===== src/verilog/rrts_pkg.sv =====
package rrts_pkg;
    // Strap sample delay after reset release
    localparam int STRAP_DELAY_NS = 1500;
    localparam int CLK_PERIOD_NS = 10;
    // Roughly 1.5 us: a nominal figure, so round up to a whole cycle count
    localparam int STRAP_DELAY_CYC = (STRAP_DELAY_NS + CLK_PERIOD_NS - 1) / CLK_PERIOD_NS;
    localparam int STRAP_CNT_W = 12;
    localparam int STRAP_PINS = 8;
    localparam logic [7:0] STRAP_RESET_VAL = 8'h00;
    localparam logic [7:0] STRAP_OUT_RESET_VAL = 8'h00;
    typedef enum logic [1:0] {
        RRTS_ST_RESET = 2'b00,
        RRTS_ST_WAIT = 2'b01,
        RRTS_ST_CONFIG = 2'b10,
        RRTS_ST_RUN = 2'b11
    } rrts_state_t;
endpackage


===== src/verilog/rrts_delay.sv =====
`timescale 1ns/1ps
module rrts_delay
    import rrts_pkg::*;
#(
    parameter int COUNT = STRAP_DELAY_CYC
) (
    input wire logic ref_clk_in, // System clock
    input wire logic rst_n_in, // Synchronous reset, active low
    input wire logic start_in, // Level: count while high
    output logic done_out // Pulse when count reached
);
    logic [STRAP_CNT_W-1:0] count;

    always_ff @(posedge ref_clk_in) begin
        if (!rst_n_in || !start_in) begin
            count <= '0;
        end else if (count != STRAP_CNT_W'(COUNT)) begin
            count <= count + STRAP_CNT_W'(1);
        end
    end

    always_ff @(posedge ref_clk_in) begin
        if (!rst_n_in || !start_in) begin
            done_out <= 1'b0;
        end else begin
            done_out <= (count == STRAP_CNT_W'(COUNT - 1));
        end
    end
endmodule


===== src/verilog/rrts_top.sv =====
`timescale 1ns/1ps
// Summary of operation
// Rising edge on power-on reset input starts the self-configuration sequence.
// External source holds reset low until supplies and clocks are stable.
// All outputs stay inactive while the power-on reset input is low; the code holds test_strap_pin_pd_out high throughout.
// Strap pins float, weak pulldown only, while reset input is low.
// Straps sampled about 1.5 us after reset release, then driven as outputs.
// Any strap high may select test mode; all low means normal operation.
// Captured strap selection holds until the next reset assertion.
module rrts_top
    import rrts_pkg::*;
#(
    parameter int PINS = STRAP_PINS
) (
    input wire logic ref_clk_in, // 100 MHz clock
    input wire logic rst_n_in, // Synchronous system reset, active low
    input wire logic power_on_reset_n_in, // Power-on reset pin, active low
    input wire logic [PINS-1:0] test_strap_pin_in, // Strap pin input levels
    output logic [PINS-1:0] test_strap_pin_out, // Strap pin drive values
    output logic [PINS-1:0] test_strap_pin_oe_n_out, // Low while driving
    output logic [PINS-1:0] test_strap_pin_pd_out, // Weak pulldown enable
    input wire logic [PINS-1:0] test_data_in, // Test output data once driven
    output logic [PINS-1:0] test_mode_sel_out, // Captured strap selection
    output logic test_mode_out, // High when any strap sampled high
    output logic normal_mode_out, // High for normal operation
    output logic config_start_out, // One-cycle pulse starting self-config
    output logic config_active_out // High while self-configuration runs
);
    ////////////////////////////////////////////////////////////////////////
    rrts_state_t state, next_state;
    logic por_prev;
    logic delay_done;
    logic por_rise;

    // Pins are driven once the straps have been captured
    function automatic logic pins_driven(input rrts_state_t st);
        return (st == RRTS_ST_CONFIG) || (st == RRTS_ST_RUN);
    endfunction

    // Edge detect; input treated as synchronous to the clock
    always_ff @(posedge ref_clk_in) begin
        if (!rst_n_in) begin
            por_prev <= 1'b0;
        end else begin
            por_prev <= power_on_reset_n_in;
        end
    end
    assign por_rise = power_on_reset_n_in && !por_prev;

    rrts_delay #(
        .COUNT(STRAP_DELAY_CYC)
    ) i_rrts_delay (
        .ref_clk_in(ref_clk_in),
        .rst_n_in(rst_n_in),
        .start_in(state == RRTS_ST_WAIT),
        .done_out(delay_done)
    );

    ////////////////////////////////////////////////////////////////////////
    always_comb begin
        next_state = state;
        case (state)
            RRTS_ST_RESET: begin
                if (por_rise) begin
                    next_state = RRTS_ST_WAIT;
                end
            end
            RRTS_ST_WAIT: begin
                if (delay_done) begin
                    next_state = RRTS_ST_CONFIG;
                end
            end
            RRTS_ST_CONFIG: begin
                next_state = RRTS_ST_RUN;
            end
            RRTS_ST_RUN: begin
                next_state = RRTS_ST_RUN;
            end
            default: begin
                next_state = RRTS_ST_RESET;
            end
        endcase
        // Reset assertion overrides everything, even mid-wait
        if (!power_on_reset_n_in) begin
            next_state = RRTS_ST_RESET;
        end
    end

    always_ff @(posedge ref_clk_in) begin
        if (!rst_n_in) begin
            state <= RRTS_ST_RESET;
        end else begin
            state <= next_state;
        end
    end

    ////////////////////////////////////////////////////////////////////////
    // Capture once at the end of the wait; cleared only by reset
    always_ff @(posedge ref_clk_in) begin
        if (!rst_n_in || !power_on_reset_n_in) begin
            test_mode_sel_out <= STRAP_RESET_VAL[PINS-1:0];
        end else if (state == RRTS_ST_WAIT && delay_done) begin
            test_mode_sel_out <= test_strap_pin_in;
        end
    end

    always_ff @(posedge ref_clk_in) begin
        if (!rst_n_in || !power_on_reset_n_in) begin
            test_strap_pin_out <= STRAP_OUT_RESET_VAL[PINS-1:0];
        end else if (state == RRTS_ST_RUN) begin
            test_strap_pin_out <= test_data_in;
        end
    end

    always_ff @(posedge ref_clk_in) begin
        if (!rst_n_in || !power_on_reset_n_in) begin
            config_start_out <= 1'b0;
            config_active_out <= 1'b0;
        end else begin
            config_start_out <= (state == RRTS_ST_WAIT) && delay_done;
            config_active_out <= (next_state == RRTS_ST_CONFIG);
        end
    end

    // Drive only after sampling; pins float during reset and the wait
    assign test_strap_pin_oe_n_out = pins_driven(state)
        ? {PINS{1'b0}} : {PINS{1'b1}};
    assign test_strap_pin_pd_out = {PINS{1'b1}};
    assign test_mode_out = (state == RRTS_ST_RUN) && (|test_mode_sel_out);
    assign normal_mode_out = (state == RRTS_ST_RUN) && !(|test_mode_sel_out);

    ////////////////////////////////////////////////////////////////////////
    // Checker helper: edges since the rise was taken, saturating past the sample point.
    // Kept apart from the delay counter so the timing check does not lean on it.
    localparam logic [STRAP_CNT_W-1:0] CHK_SAMPLE = STRAP_CNT_W'(STRAP_DELAY_CYC + 2);
    localparam logic [STRAP_CNT_W-1:0] CHK_SAT = STRAP_CNT_W'(STRAP_DELAY_CYC + 3);
    logic [STRAP_CNT_W-1:0] chk_since_rise;

    always_ff @(posedge ref_clk_in) begin
        if (!rst_n_in || !power_on_reset_n_in) begin
            chk_since_rise <= '0;
        end else if (state == RRTS_ST_RESET && por_rise) begin
            chk_since_rise <= STRAP_CNT_W'(1);
        end else if (chk_since_rise != '0 && chk_since_rise != CHK_SAT) begin
            chk_since_rise <= chk_since_rise + STRAP_CNT_W'(1);
        end
    end

    a_float_in_reset: assert property (@(posedge ref_clk_in) disable iff (!rst_n_in)
        !power_on_reset_n_in |=> &test_strap_pin_oe_n_out)
        else $error("strap pins driven during reset");

    a_outputs_quiet: assert property (@(posedge ref_clk_in) disable iff (!rst_n_in)
        !power_on_reset_n_in |=> !config_start_out && !test_mode_out
            && !normal_mode_out && !config_active_out)
        else $error("output active during reset");

    a_sample_time: assert property (@(posedge ref_clk_in) disable iff (!rst_n_in)
        config_start_out == (chk_since_rise == CHK_SAMPLE))
        else $error("strap sample not at 1.5 us");

    a_no_early_start: assert property (@(posedge ref_clk_in) disable iff (!rst_n_in)
        por_rise |=> !config_start_out [*8])
        else $error("config started too early");

    a_sel_stable: assert property (@(posedge ref_clk_in) disable iff (!rst_n_in)
        state == RRTS_ST_RUN && $past(state) == RRTS_ST_RUN && power_on_reset_n_in
        |-> $stable(test_mode_sel_out))
        else $error("strap selection changed");

    a_mode_decode: assert property (@(posedge ref_clk_in) disable iff (!rst_n_in)
        state == RRTS_ST_RUN |-> (test_mode_out == (test_mode_sel_out != '0))
            && (normal_mode_out != test_mode_out))
        else $error("mode decode wrong");

    a_drive_after: assert property (@(posedge ref_clk_in) disable iff (!rst_n_in)
        config_start_out && power_on_reset_n_in |-> ~|test_strap_pin_oe_n_out)
        else $error("strap pins not driven after sample");

    a_pulldown_on: assert property (@(posedge ref_clk_in) disable iff (!rst_n_in)
        !power_on_reset_n_in |-> &test_strap_pin_pd_out)
        else $error("pulldown off in reset");

    a_start_one_cycle: assert property (@(posedge ref_clk_in) disable iff (!rst_n_in)
        config_start_out |=> !config_start_out)
        else $error("config start longer than one cycle");

    a_active_with_start: assert property (@(posedge ref_clk_in) disable iff (!rst_n_in)
        config_active_out == config_start_out)
        else $error("config active not with config start");

    a_rise_leaves_reset: assert property (@(posedge ref_clk_in) disable iff (!rst_n_in)
        state == RRTS_ST_RESET && por_rise |=> state == RRTS_ST_WAIT)
        else $error("reset rise did not start the wait");

    a_start_in_config: assert property (@(posedge ref_clk_in) disable iff (!rst_n_in)
        config_start_out |-> state == RRTS_ST_CONFIG)
        else $error("config start outside config state");

    a_sel_capture: assert property (@(posedge ref_clk_in) disable iff (!rst_n_in)
        config_start_out |-> test_mode_sel_out == $past(test_strap_pin_in))
        else $error("strap selection not taken from pins");

    a_sel_cleared: assert property (@(posedge ref_clk_in) disable iff (!rst_n_in)
        !power_on_reset_n_in |=> test_mode_sel_out == STRAP_RESET_VAL[PINS-1:0])
        else $error("strap selection kept through reset");

    a_data_quiet: assert property (@(posedge ref_clk_in) disable iff (!rst_n_in)
        !power_on_reset_n_in |=> test_strap_pin_out == STRAP_OUT_RESET_VAL[PINS-1:0])
        else $error("pin data active during reset");

    a_float_in_wait: assert property (@(posedge ref_clk_in) disable iff (!rst_n_in)
        state == RRTS_ST_WAIT |-> &test_strap_pin_oe_n_out)
        else $error("strap pins driven before sample");

    a_drive_in_run: assert property (@(posedge ref_clk_in) disable iff (!rst_n_in)
        state == RRTS_ST_RUN |-> ~|test_strap_pin_oe_n_out)
        else $error("strap pins not driven in run");

    a_data_passed: assert property (@(posedge ref_clk_in) disable iff (!rst_n_in)
        $past(state) == RRTS_ST_RUN && $past(power_on_reset_n_in) && $past(rst_n_in)
        |-> test_strap_pin_out == $past(test_data_in))
        else $error("pin data not passed in run");

    a_modes_exclusive: assert property (@(posedge ref_clk_in) disable iff (!rst_n_in)
        !(test_mode_out && normal_mode_out))
        else $error("test and normal mode both high");

    a_mode_only_run: assert property (@(posedge ref_clk_in) disable iff (!rst_n_in)
        state != RRTS_ST_RUN |-> !test_mode_out && !normal_mode_out)
        else $error("mode output active outside run");

    a_back_to_reset: assert property (@(posedge ref_clk_in) disable iff (!rst_n_in)
        !power_on_reset_n_in |=> state == RRTS_ST_RESET)
        else $error("reset input did not return to idle");

    a_normal_all_low: assert property (@(posedge ref_clk_in) disable iff (!rst_n_in)
        normal_mode_out |-> test_mode_sel_out == '0)
        else $error("normal mode with a strap high");
endmodule


===== config.mk =====
export PLATFORM = sky130hd
export DESIGN_NAME = rrts_top
export DESIGN_NICKNAME = d
export VERILOG_FILES = /design/src/verilog/rrts_pkg.sv /design/src/verilog/rrts_delay.sv /design/src/verilog/rrts_top.sv
export SDC_FILE = /design/constraint.sdc
export NUM_CORES = 1
export LEC_CHECK = 0
export ABC_AREA = 1
export CAP_MARGIN = 0
export CELL_PAD_IN_SITES_DETAIL_PLACEMENT = 1
export CELL_PAD_IN_SITES_GLOBAL_PLACEMENT = 2
export CORE_ASPECT_RATIO = 1.75
export CORE_UTILIZATION = 35
export DETAILED_ROUTE_END_ITERATION = 10
export DONT_BUFFER_PORTS = 1
export PLACE_DENSITY = 0.81
export SKIP_LAST_GASP = 1
export SLEW_MARGIN = 30
export SYNTH_ARGS = -nofsm -noshare
export SYNTH_HDL_FRONTEND = slang
export SYNTH_SLANG_ARGS = --single-unit
export TNS_END_PERCENT = 50

===== constraint.sdc =====
create_clock -name ref_clk_in -period 3.1 [get_ports ref_clk_in]
set_clock_uncertainty 0.2 [all_clocks]
set_input_delay 0 -clock ref_clk_in [delete_from_list [all_inputs] [get_ports ref_clk_in]]
set_output_delay 0 -clock ref_clk_in [all_outputs]
set_load 0.1 [all_outputs]

# Yosys cells after proc, flatten, opt, wreduce, memory -nomap -nowiden

Cells that the tools add are included.
W data, S select, Z words.

Flip-flop bits (word level): 34
Word-level logic and storage cells: 35

Reductions and logical operators: 15
Equal/unequal tests: 6
Add/subtract/negate cells: 1
Mux-type cells: 5

Operators with widths:

| cell                    | number |
|---|---|
| $add A12 B1 Y12 const B | 1 |
| $eq A12 B8 Y1 const B   | 1 |
| $ne A12 B8 Y1 const B   | 1 |
| $mux W8                 | 1 |
| $reduce_or A8 Y1        | 1 |
| $eq A2 B2 Y1 const B    | 3 |
| $mux W2                 | 3 |
| $pmux W2 S3             | 1 |
| $logic_not A1 Y1        | 5 |
| $logic_and A1 B1 Y1     | 4 |
| $logic_or A1 B1 Y1      | 3 |
| $eq A2 B1 Y1 const B    | 1 |
| $logic_not A2 Y1        | 1 |
| $reduce_or A2 Y1        | 1 |

# Longest topological paths before layout

Gate-level depths: netlist of the first run.

Depth in word-level cells: 6
Depth in mapped cells: 8
Mapped depth without buffers: 8

# Cells and area by module

A second synthesis of the first run with hierarchy kept.

Cell total of the unflattened synthesis: 229
Area, all modules: 1616.6 um2

By module, submodules not included:

| module     | cells each | area each (um2) | times used |
|---|---|---|---|
| rrts_top   | 129        | 932.1           | 1 |
| rrts_delay | 100        | 684.4           | 1 |

# Worst setup path before layout of the first run

No wires, ideal clock.

Path type: register -> output
Start point: register test_mode_sel_out[0]
End point: output normal_mode_out
Stages on the path, launching flop included: 4
Slack: -0.094 ns
Buffers on the path: 0
Data arrival time: 2.994 ns
Cell sequence: dfxtp_1 > nor2_1 > nand2_1 > nor3_1

Longest elaborated chain between the ends: 3

Ends and longest elaborated chain:

| element                | RTL line        | RTL |
|---|---|---|
| from (decl)            | rrts_top.sv:23  | `output logic [PINS-1:0] test_mode_sel_out,` |
| from (signal assigned) | rrts_top.sv:101 | `test_mode_sel_out <= STRAP_RESET_VAL[PINS-1:0];` |
| from (signal assigned) | rrts_top.sv:103 | `test_mode_sel_out <= test_strap_pin_in;` |
| $reduce_or A8 Y1       | rrts_top.sv:130 | `assign normal_mode_out = (state == RRTS_ST_RUN) && !(\|test_mode_sel_out);` |
| $logic_not A1 Y1       | rrts_top.sv:130 |  |
| $logic_and A1 B1 Y1    | rrts_top.sv:130 |  |
| to (decl)              | rrts_top.sv:25  | `output logic normal_mode_out,` |

No other way between the ends.

# Final worst setup path of the first run

Start point: register state[1]
End point: register state[0]

Longest elaborated chain between the ends: 4

Ends and longest elaborated chain:

| element                           | RTL line       | RTL |
|---|---|---|
| from (decl)                       | rrts_top.sv:30 | `rrts_state_t state, next_state;` |
| from (signal assigned)            | rrts_top.sv:93 | `state <= next_state;` |
| $eq A2 B2 Y1                      | rrts_top.sv:62 | `case (state)` |
| $reduce_or A2 Y1 (no source line) | --             |  |
| $pmux W2 S3 (*)                   | rrts_top.sv:62 |  |
| $mux W2 (*)                       | rrts_top.sv:84 | `if (!power_on_reset_n_in) begin` |

Every way passes the cells marked *; elsewhere a longest branch is shown, timed or not.
A chain may end at the register's enable or synchronous reset.

==> impl_metrics.ini, run 1 <==
[worst_setup_path]
cpPeakStageDelay_ns = 0.69
worstPathRequired_ns = 3.07
critical-path-top-delay-family = buffers and inverters
slowest_stage = inv_8
critical_path_class = reg -> reg
crit_chain = inv_8 -> nand3_1 -> nand3_1 -> nor2_1 -> dlygate4sd3_1
cp_max_fo = 10
critPathCaptureType = register
crit_path_start_kind = register
worst-path-buf-inv = 2
critPathMostFrequentCell = nand3_1
critPathArrivalTime_ns = 2.29

[route]
drc = 0
drt_iter0_markers = 19
drt-pass1-iter-count = 4
detail_route.vias_per_cell = 4.80
vias = 1434
routedWlPerCell_um = 13.5
finalWirelength_um = 4040
ant_nets = 0

[final_layout]
seq_area_um2 = 681
drive_gt1_frac = 0.185
fin_cells = 299
syn_to_final_growth_pct = 24.1
multi_input_area_um2 = 747
final_cell_area_um2 = 1990
design.final.nets = 270
n_antenna_cell = 0
n_fill_cell = 559

[logic_synthesis]
synth-adder-area-share = 0.0235
synthSimpleGateAreaFrac = 0.305
synth_compound_area_frac = 0.0954
syn_area_per_cell_um2 = 7.44
yosysSeqAreaShare = 0.425
yosysTopAreaCellShare = 0.425
synth-xor-area-share = 0.0156
syn_area_um2 = 1600
synth_area_leader_cell = dfxtp_1
synth_top_family_by_area = simple AND/OR/NAND/NOR gates
netlist_instances = 215
synth.distinct_cells = 26
ys_ff_latch = 34
ys_top_cells_by_area = dfxtp_1, nor2_1, buf_4
synth_mux_area_frac = 0
yosys_warnings = 0

[floorplanning]
boundaryPins = 55
die-area_um2 = 4860
start_util = 0.363
die_width_um = 53.1
die_y_um = 91.5
coreArea_um2 = 4400
placement_rows = 32

[place]
io_buffers = 0
dpl_cell_area_um2 = 1720
place_congestion = 0.810
dp_hpwl_um = 3020
dp_worst_setup_slack_ns = 1.32
placed_cells = 273

[grt]
grt_max_degree = 18
grt_pass1_wl_um = 6350
track_usage = 0.176
grt_pass1_vias = 1487
grt_overflow_total = 0
antenna_found_initial = 0

[clock_tree]
post_cts_resized = 0
clkLatencyLatePin_ns = 0.28
cts_setup_buffers = 0
cts_tree = yes
cts_buffers = 5
cts.reportedPaths.clkPinSlew_ns = 0.07
cts_buffer_depth = 2
h-tree-depth = 2
cts.sinks = 34
ctsRootBufferMaster = clkbuf_8

[timing]
drv_slew = 0
min_period_ns = 2.32
worst_pin_slew_ns = 0.967
max_freq_mhz = 430
setup_ws_ns = 0.777
finalHoldViolations = 0
fin_setup_tns_ns = 0
rsz0062_at_grt = no
slew_headroom = 0.355
period_share = 0.749
setup_viol = 0

[outcome]
outcome = complete, no violations

[power_and_ir_drop]
p_leak_nw = 0.830
finalPower_uw = 829
power.density_nw_per_um2 = 418
ir_drop_uv = 208

[min_path]
hold_class = in -> reg

[flow_run]
cap_violations = 0
[path summary, 6_finish.rpt]
| kind | from | endpoint | slack (ns) | depth (start not counted) |
|---|---|---|---|---|
| worst max-delay path | state[1]$_SDFF_PN0_ | state[0]$_SDFF_PN0_ | 0.78 | 5 |
| worst min-delay path | test_strap_pin_in[4] | test_mode_sel_out[4]$_SDFFE_PP0P_ | 0.21 | 3 |
| worst max register to register | state[1]$_SDFF_PN0_ | state[0]$_SDFF_PN0_ | 0.78 | 5 |
| worst min register to register | i_rrts_delay.count[11]$_SDFFE_PP0P_ | i_rrts_delay.count[11]$_SDFFE_PP0P_ | 0.26 | 2 |
[through the flow]
| step | util | hold slack, ns |
|---|---|---|
| floorplan | - | -0.0662 |
| global placement | 0.390 | -0.0593 |
| detailed placement | 0.390 | -0.0520 |
| CTS | 0.451 | 0.206 |
| global route | 0.451 | 0.214 |
| finish | 0.451 | 0.213 |
[registers in the layout, indices dropped and copies added, names as in the netlist]
| register | cells |
|---|---|
| config_active_out | 1 |
| config_start_out | 1 |
| i_rrts_delay.count | 12 |
| i_rrts_delay.done_out | 1 |
| por_prev | 1 |
| state | 2 |
| test_mode_sel_out | 8 |
| test_strap_pin_out | 8 |
[layout make-up]
class | count | area share
clock buffers | 5 | 0.0347
clock inverters | 2 | 0.00504
inverters | 22 | 0.0454
repair buffers | 37 | 0.164
flip-flops and latches | 34 | 0.343
well taps | 51 | 0.0321
multi-input cells | 148 | 0.376
[repair_timing]
action                                  in CTS  in global routing
hold buffers                                19                  0
endpoints found under the setup margin       0                  0
endpoints found under the hold margin       34                  0
[per-layer routing]
layer / global-route usage / wire length (um) / up-vias
li1: - / - / 714
met3: 0.0385 / 154 / 6
met4: 0.0746 / 66 / 0
met2: 0.355 / 2370 / 34
met1: 0.148 / 1440 / 680
met5: 0 / 0 / -
[layout by cell type (no fill, tap or decap), types with 2 or more instances in the layout]
master         count
nor2_1            49
dfxtp_1           34
nand2_1           30
dlygate4sd3_1     19
buf_4             18
inv_1             14
o21ai_0           11
a21oi_1           10
o21ai_1            8
nand3_1            8
conb_1             8
inv_2              6
clkbuf_8           5
nor2_2             4
nand4_1            4
ha_1               3
nor3_4             2
nor2_4             2
nand2_2            2
clkinv_2           2
[cells in the mapped netlist]
| cell type | n |
|---|---|
| nor2_1 | 50 |
| dfxtp_1 | 34 |
| nand2_1 | 30 |
| buf_4 | 16 |
| inv_1 | 15 |
| o21ai_0 | 11 |
| a21oi_1 | 10 |
| nand3_1 | 8 |
| o21ai_1 | 8 |
| inv_2 | 6 |
| nand4_1 | 4 |
| ha_1 | 3 |
| nor2_2 | 3 |
| buf_2 | 2 |
| nand2_2 | 2 |
| nor2_4 | 2 |
| nor3_1 | 2 |
| clkinv_1 | 1 |
| conb_1 | 1 |
| nand3_2 | 1 |
| nor2_8 | 1 |
| nor3_4 | 1 |
| nor3b_2 | 1 |
| o21bai_1 | 1 |
| xnor2_1 | 1 |
| xor2_2 | 1 |
[worst reg2reg max path, delay by kind of cell, from the launching register on]
kind | cells | cell delay, ns
buffers and inverters | 2 | 1.24
and+or+nand+nor | 3 | 0.35
DFF | 1 | 0.42
[report_power, final]
| group | switching (mW) | internal [mW] | total (mW) |
|---|---|---|---|
| Combinational | 0.0587 | 0.0208 | 0.0795 |
| Clock | 0.159 | 0.151 | 0.309 |
| Sequential | 0.00180 | 0.439 | 0.440 |
[kinds of logic (layout without fill, tap and decap cells)]
| kind of cell | count (synthesis) | in the layout |
|---|---|---|
| AOI/OAI and AO/OA | 30 | 30 |
| and+or+nand+nor | 105 | 105 |
| adders and majority gates | 3 | 3 |
| other | 1 | 8 |
| DFF | 34 | 34 |
| buffers and inverters | 40 | 66 |
| xor gates and xnor gates | 2 | 2 |
No activity file was read; power rests on OpenSTA's default activity.
==> run 2, diff against run 1 <==
--- a/config.mk
+++ b/config.mk
@@ -5,15 +5,15 @@
 export SDC_FILE = /design/constraint.sdc
 export NUM_CORES = 1
 export LEC_CHECK = 0
-export ABC_AREA = 1
+export ABC_AREA = 0
 export CAP_MARGIN = 0
 export CELL_PAD_IN_SITES_DETAIL_PLACEMENT = 1
 export CELL_PAD_IN_SITES_GLOBAL_PLACEMENT = 2
 export CORE_ASPECT_RATIO = 1.75
-export CORE_UTILIZATION = 35
+export CORE_UTILIZATION = 34
 export DETAILED_ROUTE_END_ITERATION = 10
 export DONT_BUFFER_PORTS = 1
-export PLACE_DENSITY = 0.81
+export PLACE_DENSITY = 0.76
 export SKIP_LAST_GASP = 1
 export SLEW_MARGIN = 30
 export SYNTH_ARGS = -nofsm -noshare
==> constraint.sdc (replaced) <==
create_clock -name ref_clk_in -period 2.29 [get_ports ref_clk_in]
set_clock_uncertainty 0.2 [all_clocks]
set_input_delay 0 -clock ref_clk_in [delete_from_list [all_inputs] [get_ports ref_clk_in]]
set_output_delay 0 -clock ref_clk_in [all_outputs]
set_load 0.1 [all_outputs]
==> impl_metrics.ini, run 2 <==
[outcome]
outcome = complete, no violations

[timing]
slew_headroom = 0.368
finalHoldViolations = 0
setup_ws_ns = 0.373
drv_slew = 0
period_share = 0.837
worst_pin_slew_ns = 0.947
max_freq_mhz = 522
setup_viol = 0
rsz0062_at_grt = no
min_period_ns = 1.92

[route]
finalWirelength_um = 3620
drt-pass1-iter-count = 3
routedWlPerCell_um = 14.2
ant_nets = 0
vias = 1250
drc = 0
drt_iter0_markers = 7
detail_route.vias_per_cell = 4.90

[power_and_ir_drop]
p_leak_nw = 0.695
power.density_nw_per_um2 = 591
ir_drop_uv = 403
finalPower_mw = 1.11

[worst_setup_path]
crit_path_start_kind = register
worstPathRequired_ns = 2.09
critPathArrivalTime_ns = 1.72
critical_path_class = reg -> out
cp_max_fo = 9
critPathCaptureType = output port

[clock_tree]
cts_setup_buffers = 0
cts_buffer_depth = 2
h-tree-depth = 2
cts.reportedPaths.clkPinSlew_ns = 0.06
clkLatencyLatePin_ns = 0.28
cts_buffers = 5
cts.sinks = 34
post_cts_resized = 0
hold_buffers = 17
ctsRootBufferMaster = clkbuf_8
cts_tree = yes

[logic_synthesis]
syn_area_per_cell_um2 = 8.44
syn_area_um2 = 1500
synthArstFlopShare = 0
synth.distinct_cells = 30
yosysTopAreaCellShare = 0.453
synth_flop_cell = dfxtp_1
synth_area_leader_cell = dfxtp_1
yosysMostFrequentCell = dfxtp_1
netlist_instances = 178
ys_top_cells_by_area = dfxtp_1, nand2_1, buf_4
synthTopCellsByCount = dfxtp_1, nand2_1, a21oi_1
synth_enable_flop_cells = 0
yosysSeqAreaShare = 0.453
yosys_warnings = 0
ys_ff_latch = 34

[place]
dpl_cell_area_um2 = 1630
io_buffers = 0
dp_hpwl_um = 2700
dp_worst_setup_slack_ns = 0.524
place_congestion = 0.758

[floorplanning]
coreArea_um2 = 4190
die-area_um2 = 4700
die_y_um = 89.9
placement_rows = 31
die_width_um = 52.3
start_util = 0.359
boundaryPins = 55

[final_layout]
drive_gt1_frac = 0.160
n_fill_cell = 499
final_common_cell = dfxtp_1
largest_register_ffs = 12
layout.cells.most_common_list = dfxtp_1, nand2_1, a21oi_1, dlygate4sd3_1, buf_4
n_antenna_cell = 0
final_cell_area_um2 = 1870
reg_top3 = i_rrts_delay.count: 12 flops, test_mode_sel_out: 8 flops, test_strap_pin_out: 8 flops
regMostFlops = i_rrts_delay.count
syn_to_final_growth_pct = 24.7
design.final.nets = 228

[min_path]
hold_class = in -> reg

[flow_run]
cap_violations = 0

[grt]
grt_pass1_vias = 1328
grt_pass1_wl_um = 5980
grt_overflow_total = 0
grt_max_degree = 21
track_usage = 0.172
antenna_found_initial = 0
[run 2: cell types whose count changed in the layout (fill, tap and decap cells not counted), sizes merged, moves of 5 or more]
cell,delta
a21oi,+10
inv,-17
nor2,-41
o21ai,-17
and3,+5
nand3,+5
[run 2: logic make-up after synthesis]
group,count (synthesis),share of synthesized area
AOI/OAI and AO/OA,24,0.0858
DFF,34,0.453
buffers and inverters,25,0.104
and+or+nand+nor,83,0.283
adders and majority gates,3,0.0250
xor gates and xnor gates,8,0.0466
other,1,0.00250
[run 2: per-layer routing]
layer  wire (um)  global-route usage  part of all wire
met1        1320               0.171              0.36
met2        2090               0.315              0.58
met3         156              0.0508             0.043
met4          63              0.0658             0.017
met5           0                   0                 0
[run 2: metrics by stage]
step | hold slack [ns] | TNS (ns) | utilization | instances
floorplan | -0.0640 | -0.00484 | - | 185
global placement | -0.0627 | 0 | 0.387 | 231
detailed placement | -0.0548 | 0 | 0.388 | 231
CTS | 0.119 | 0 | 0.447 | 255
global route | 0.186 | 0 | 0.447 | 255
finish | 0.118 | 0 | 0.447 | 255
[run 2: final timing paths]
check                                  endpoint                               start  slack (ns)  cells past startpoint
min reg2reg  test_strap_pin_out[3]$_SDFFE_PP0P_  test_strap_pin_out[3]$_SDFFE_PP0P_        0.27                      2
max                             normal_mode_out                 state[1]$_SDFF_PN0_        0.37                      3
min                         por_prev$_SDFF_PN0_                 power_on_reset_n_in        0.12                      2
max reg2reg   test_mode_sel_out[2]$_SDFFE_PP0P_                 state[1]$_SDFF_PN0_        0.54                      4
[run 2: where the power goes]
| part | leakage [nW] | internal (mW) | total, mW | switching, mW |
|---|---|---|---|---|
| Sequential | 0.274 | 0.594 | 0.597 | 0.00279 |
| Combinational | 0.376 | 0.0239 | 0.0992 | 0.0754 |
| Clock | 0.0438 | 0.204 | 0.412 | 0.208 |
[run 2: final cells by class]
cell class | count | area, um^2 | share of cell area
well taps | 49 | 61.3 | 0.0327
inverters | 4 | 27.5 | 0.0147
clock inverters | 2 | 10.0 | 0.00534
flip-flops and latches | 34 | 681 | 0.363
clock buffers | 5 | 68.8 | 0.0367
repair buffers | 35 | 330 | 0.176
multi-input cells | 126 | 696 | 0.371
[run 2: critical path: stages, from the launching register on]
cell     delay, ns
dfxtp_1       0.59
and2_1        0.39
and3_1        0.26
buf_12        0.18
==> run 3, diff against run 2 <==
--- a/config.mk
+++ b/config.mk
@@ -10,10 +10,10 @@
 export CELL_PAD_IN_SITES_DETAIL_PLACEMENT = 1
 export CELL_PAD_IN_SITES_GLOBAL_PLACEMENT = 2
 export CORE_ASPECT_RATIO = 1.75
-export CORE_UTILIZATION = 34
+export CORE_UTILIZATION = 31
 export DETAILED_ROUTE_END_ITERATION = 10
 export DONT_BUFFER_PORTS = 1
-export PLACE_DENSITY = 0.76
+export PLACE_DENSITY = 0.73
 export SKIP_LAST_GASP = 1
 export SLEW_MARGIN = 30
 export SYNTH_ARGS = -nofsm -noshare
==> constraint.sdc (replaced) <==
create_clock -name ref_clk_in -period 1.6 [get_ports ref_clk_in]
set_clock_uncertainty 0.2 [all_clocks]
set_input_delay 0 -clock ref_clk_in [delete_from_list [all_inputs] [get_ports ref_clk_in]]
set_output_delay 0 -clock ref_clk_in [all_outputs]
set_load 0.1 [all_outputs]
==> impl_metrics.ini, run 3 (synthesized netlist as in run 2, its figures left out) <==
[outcome]
outcome = complete, no violations

[worst_setup_path]
cp_max_fo = 2
critical_path_class = reg -> out
worstPathRequired_ns = 1.40
crit_path_start_kind = register
critPathArrivalTime_ns = 1.38
critPathCaptureType = output port

[floorplanning]
boundaryPins = 55
start_util = 0.322
die-area_um2 = 5140
placement_rows = 33
die_y_um = 94.1
die_width_um = 54.6
coreArea_um2 = 4670

[clock_tree]
cts_buffers = 5
cts.sinks = 34
h-tree-depth = 2
clkLatencyLatePin_ns = 0.28
cts_buffer_depth = 2
ctsRootBufferMaster = clkbuf_8
cts.reportedPaths.clkPinSlew_ns = 0.07
cts_setup_buffers = 0
cts_tree = yes

[final_layout]
seq_area_um2 = 692
syn_to_final_growth_pct = 39.9
largest_register_ffs = 12
final_util = 0.451
final_common_cell = nand2_1
reg_top3 = i_rrts_delay.count: 12 flops, test_mode_sel_out: 8 flops, test_strap_pin_out: 8 flops
layout.cells.most_common_list = nand2_1, buf_4, dfxtp_1, a21oi_1, dlygate4sd3_1
n_fill_cell = 545
regMostFlops = i_rrts_delay.count
n_antenna_cell = 0
design.final.nets = 243
drive_gt1_frac = 0.279
multi_input_area_um2 = 746

[timing]
setup_viol = 0
max_freq_mhz = 633
fin_setup_tns_ns = 0
min_period_ns = 1.58
drv_slew = 0
period_share = 0.987
finalHoldViolations = 0
rsz0062_at_grt = yes
setup_ws_ns = 0.0213

[place]
place_congestion = 0.762
io_buffers = 0
dp_worst_setup_slack_ns = 0.113
dp_hpwl_um = 2970

[flow_run]
cap_violations = 0

[route]
drt-pass1-iter-count = 4
drt_iter0_markers = 23
finalWirelength_um = 3970
ant_nets = 0
vias = 1338
routedWlPerCell_um = 14.5
drc = 0
detail_route.vias_per_cell = 4.88

[power_and_ir_drop]
finalPower_mw = 1.67
p_clk_frac = 0.396
sw_frac_of_total = 0.258
p_sw_uw = 430
comb_power_share = 0.093
p_leak_nw = 0.803
power.density_nw_per_um2 = 793
ir_drop_uv = 619
internal_power_mw = 1.24
seq_power_share = 0.511

[grt]
grt_pass1_vias = 1435
grt_max_degree = 12
grt_pass1_wl_um = 6390
track_usage = 0.175
antenna_found_initial = 0
grt_overflow_total = 0

[min_path]
hold_class = in -> reg
==> run 3: changes by cell type in the layout (fill, tap and decap cells not counted), moves of 2 or more <==
cell / change
clkinvlp_4: +2
dfxtp_1: -9
nor4_4: +2
buf_16: +2
buf_4: +12
dfxtp_2: +9
nor4_1: -2
==> run 3: worst paths after layout <==
path                                 startpoint                            endpoint  slack, ns  cells after the start
max           test_mode_sel_out[5]$_SDFFE_PP0P_                     normal_mode_out       0.02                      3
min reg2reg  test_strap_pin_out[7]$_SDFFE_PP0P_  test_strap_pin_out[7]$_SDFFE_PP0P_       0.27                      2
min                             test_data_in[2]  test_strap_pin_out[2]$_SDFFE_PP0P_       0.21                      3
max reg2reg                 state[0]$_SDFF_PN0_                 state[0]$_SDFF_PN0_       0.12                      3
==> run 3: metrics by stage <==
stage          hold slack [ns]  area (um^2)  std cells
5_1_grt                  0.212         2100        274
3_3_place_gp           -0.0602         1790        248
2_1_floorplan          -0.0640         1570        185
3_5_place_dp           -0.0511         1790        248
6_report                 0.209         2100        274
4_1_cts                  0.198         2090        274
==> run 3: power groups by stage <==
stage	logic [mW]	clock network [mW]	registers, mW
finish	0.155	0.660	0.853
global route	0.163	0.721	0.853
CTS	0.154	0.686	0.852
detailed placement	0.117	0	0.872
global placement	0.115	0	0.871
floorplan	0.119	0	0.872
==> run 3: final cells by class <==
type,instances,area share
Clock buffer,6,0.0393
Clock inverter,2,0.00595
Inverter,4,0.00893
Multi-Input combinational cell,126,0.355
Sequential cell,34,0.329
Tap cell,52,0.0310
Timing Repair Buffer,50,0.231
==> run 3: per-layer routing <==
layer,GRT usage,part of all wire,vias to the layer above
li1,-,-,657
met1,0.163,0.36,645
met2,0.335,0.59,29
met3,0.0340,0.027,7
met4,0.0769,0.021,0
met5,0,0,-
==> run 3: timing repair <==
action,4_1_cts,5_1_grt
hold endpoints to repair,31,0
hold buffers,18,0
endpoints found under the setup margin,2,10
pin swaps,0,2
gates resized for setup,3,3
gates cloned,0,0
==> run 3: critical path, cell delays in order, from the launching register on <==
cell     delay [ns]
dfxtp_2        0.34
nor4_4         0.34
and3_4         0.25
buf_12         0.17
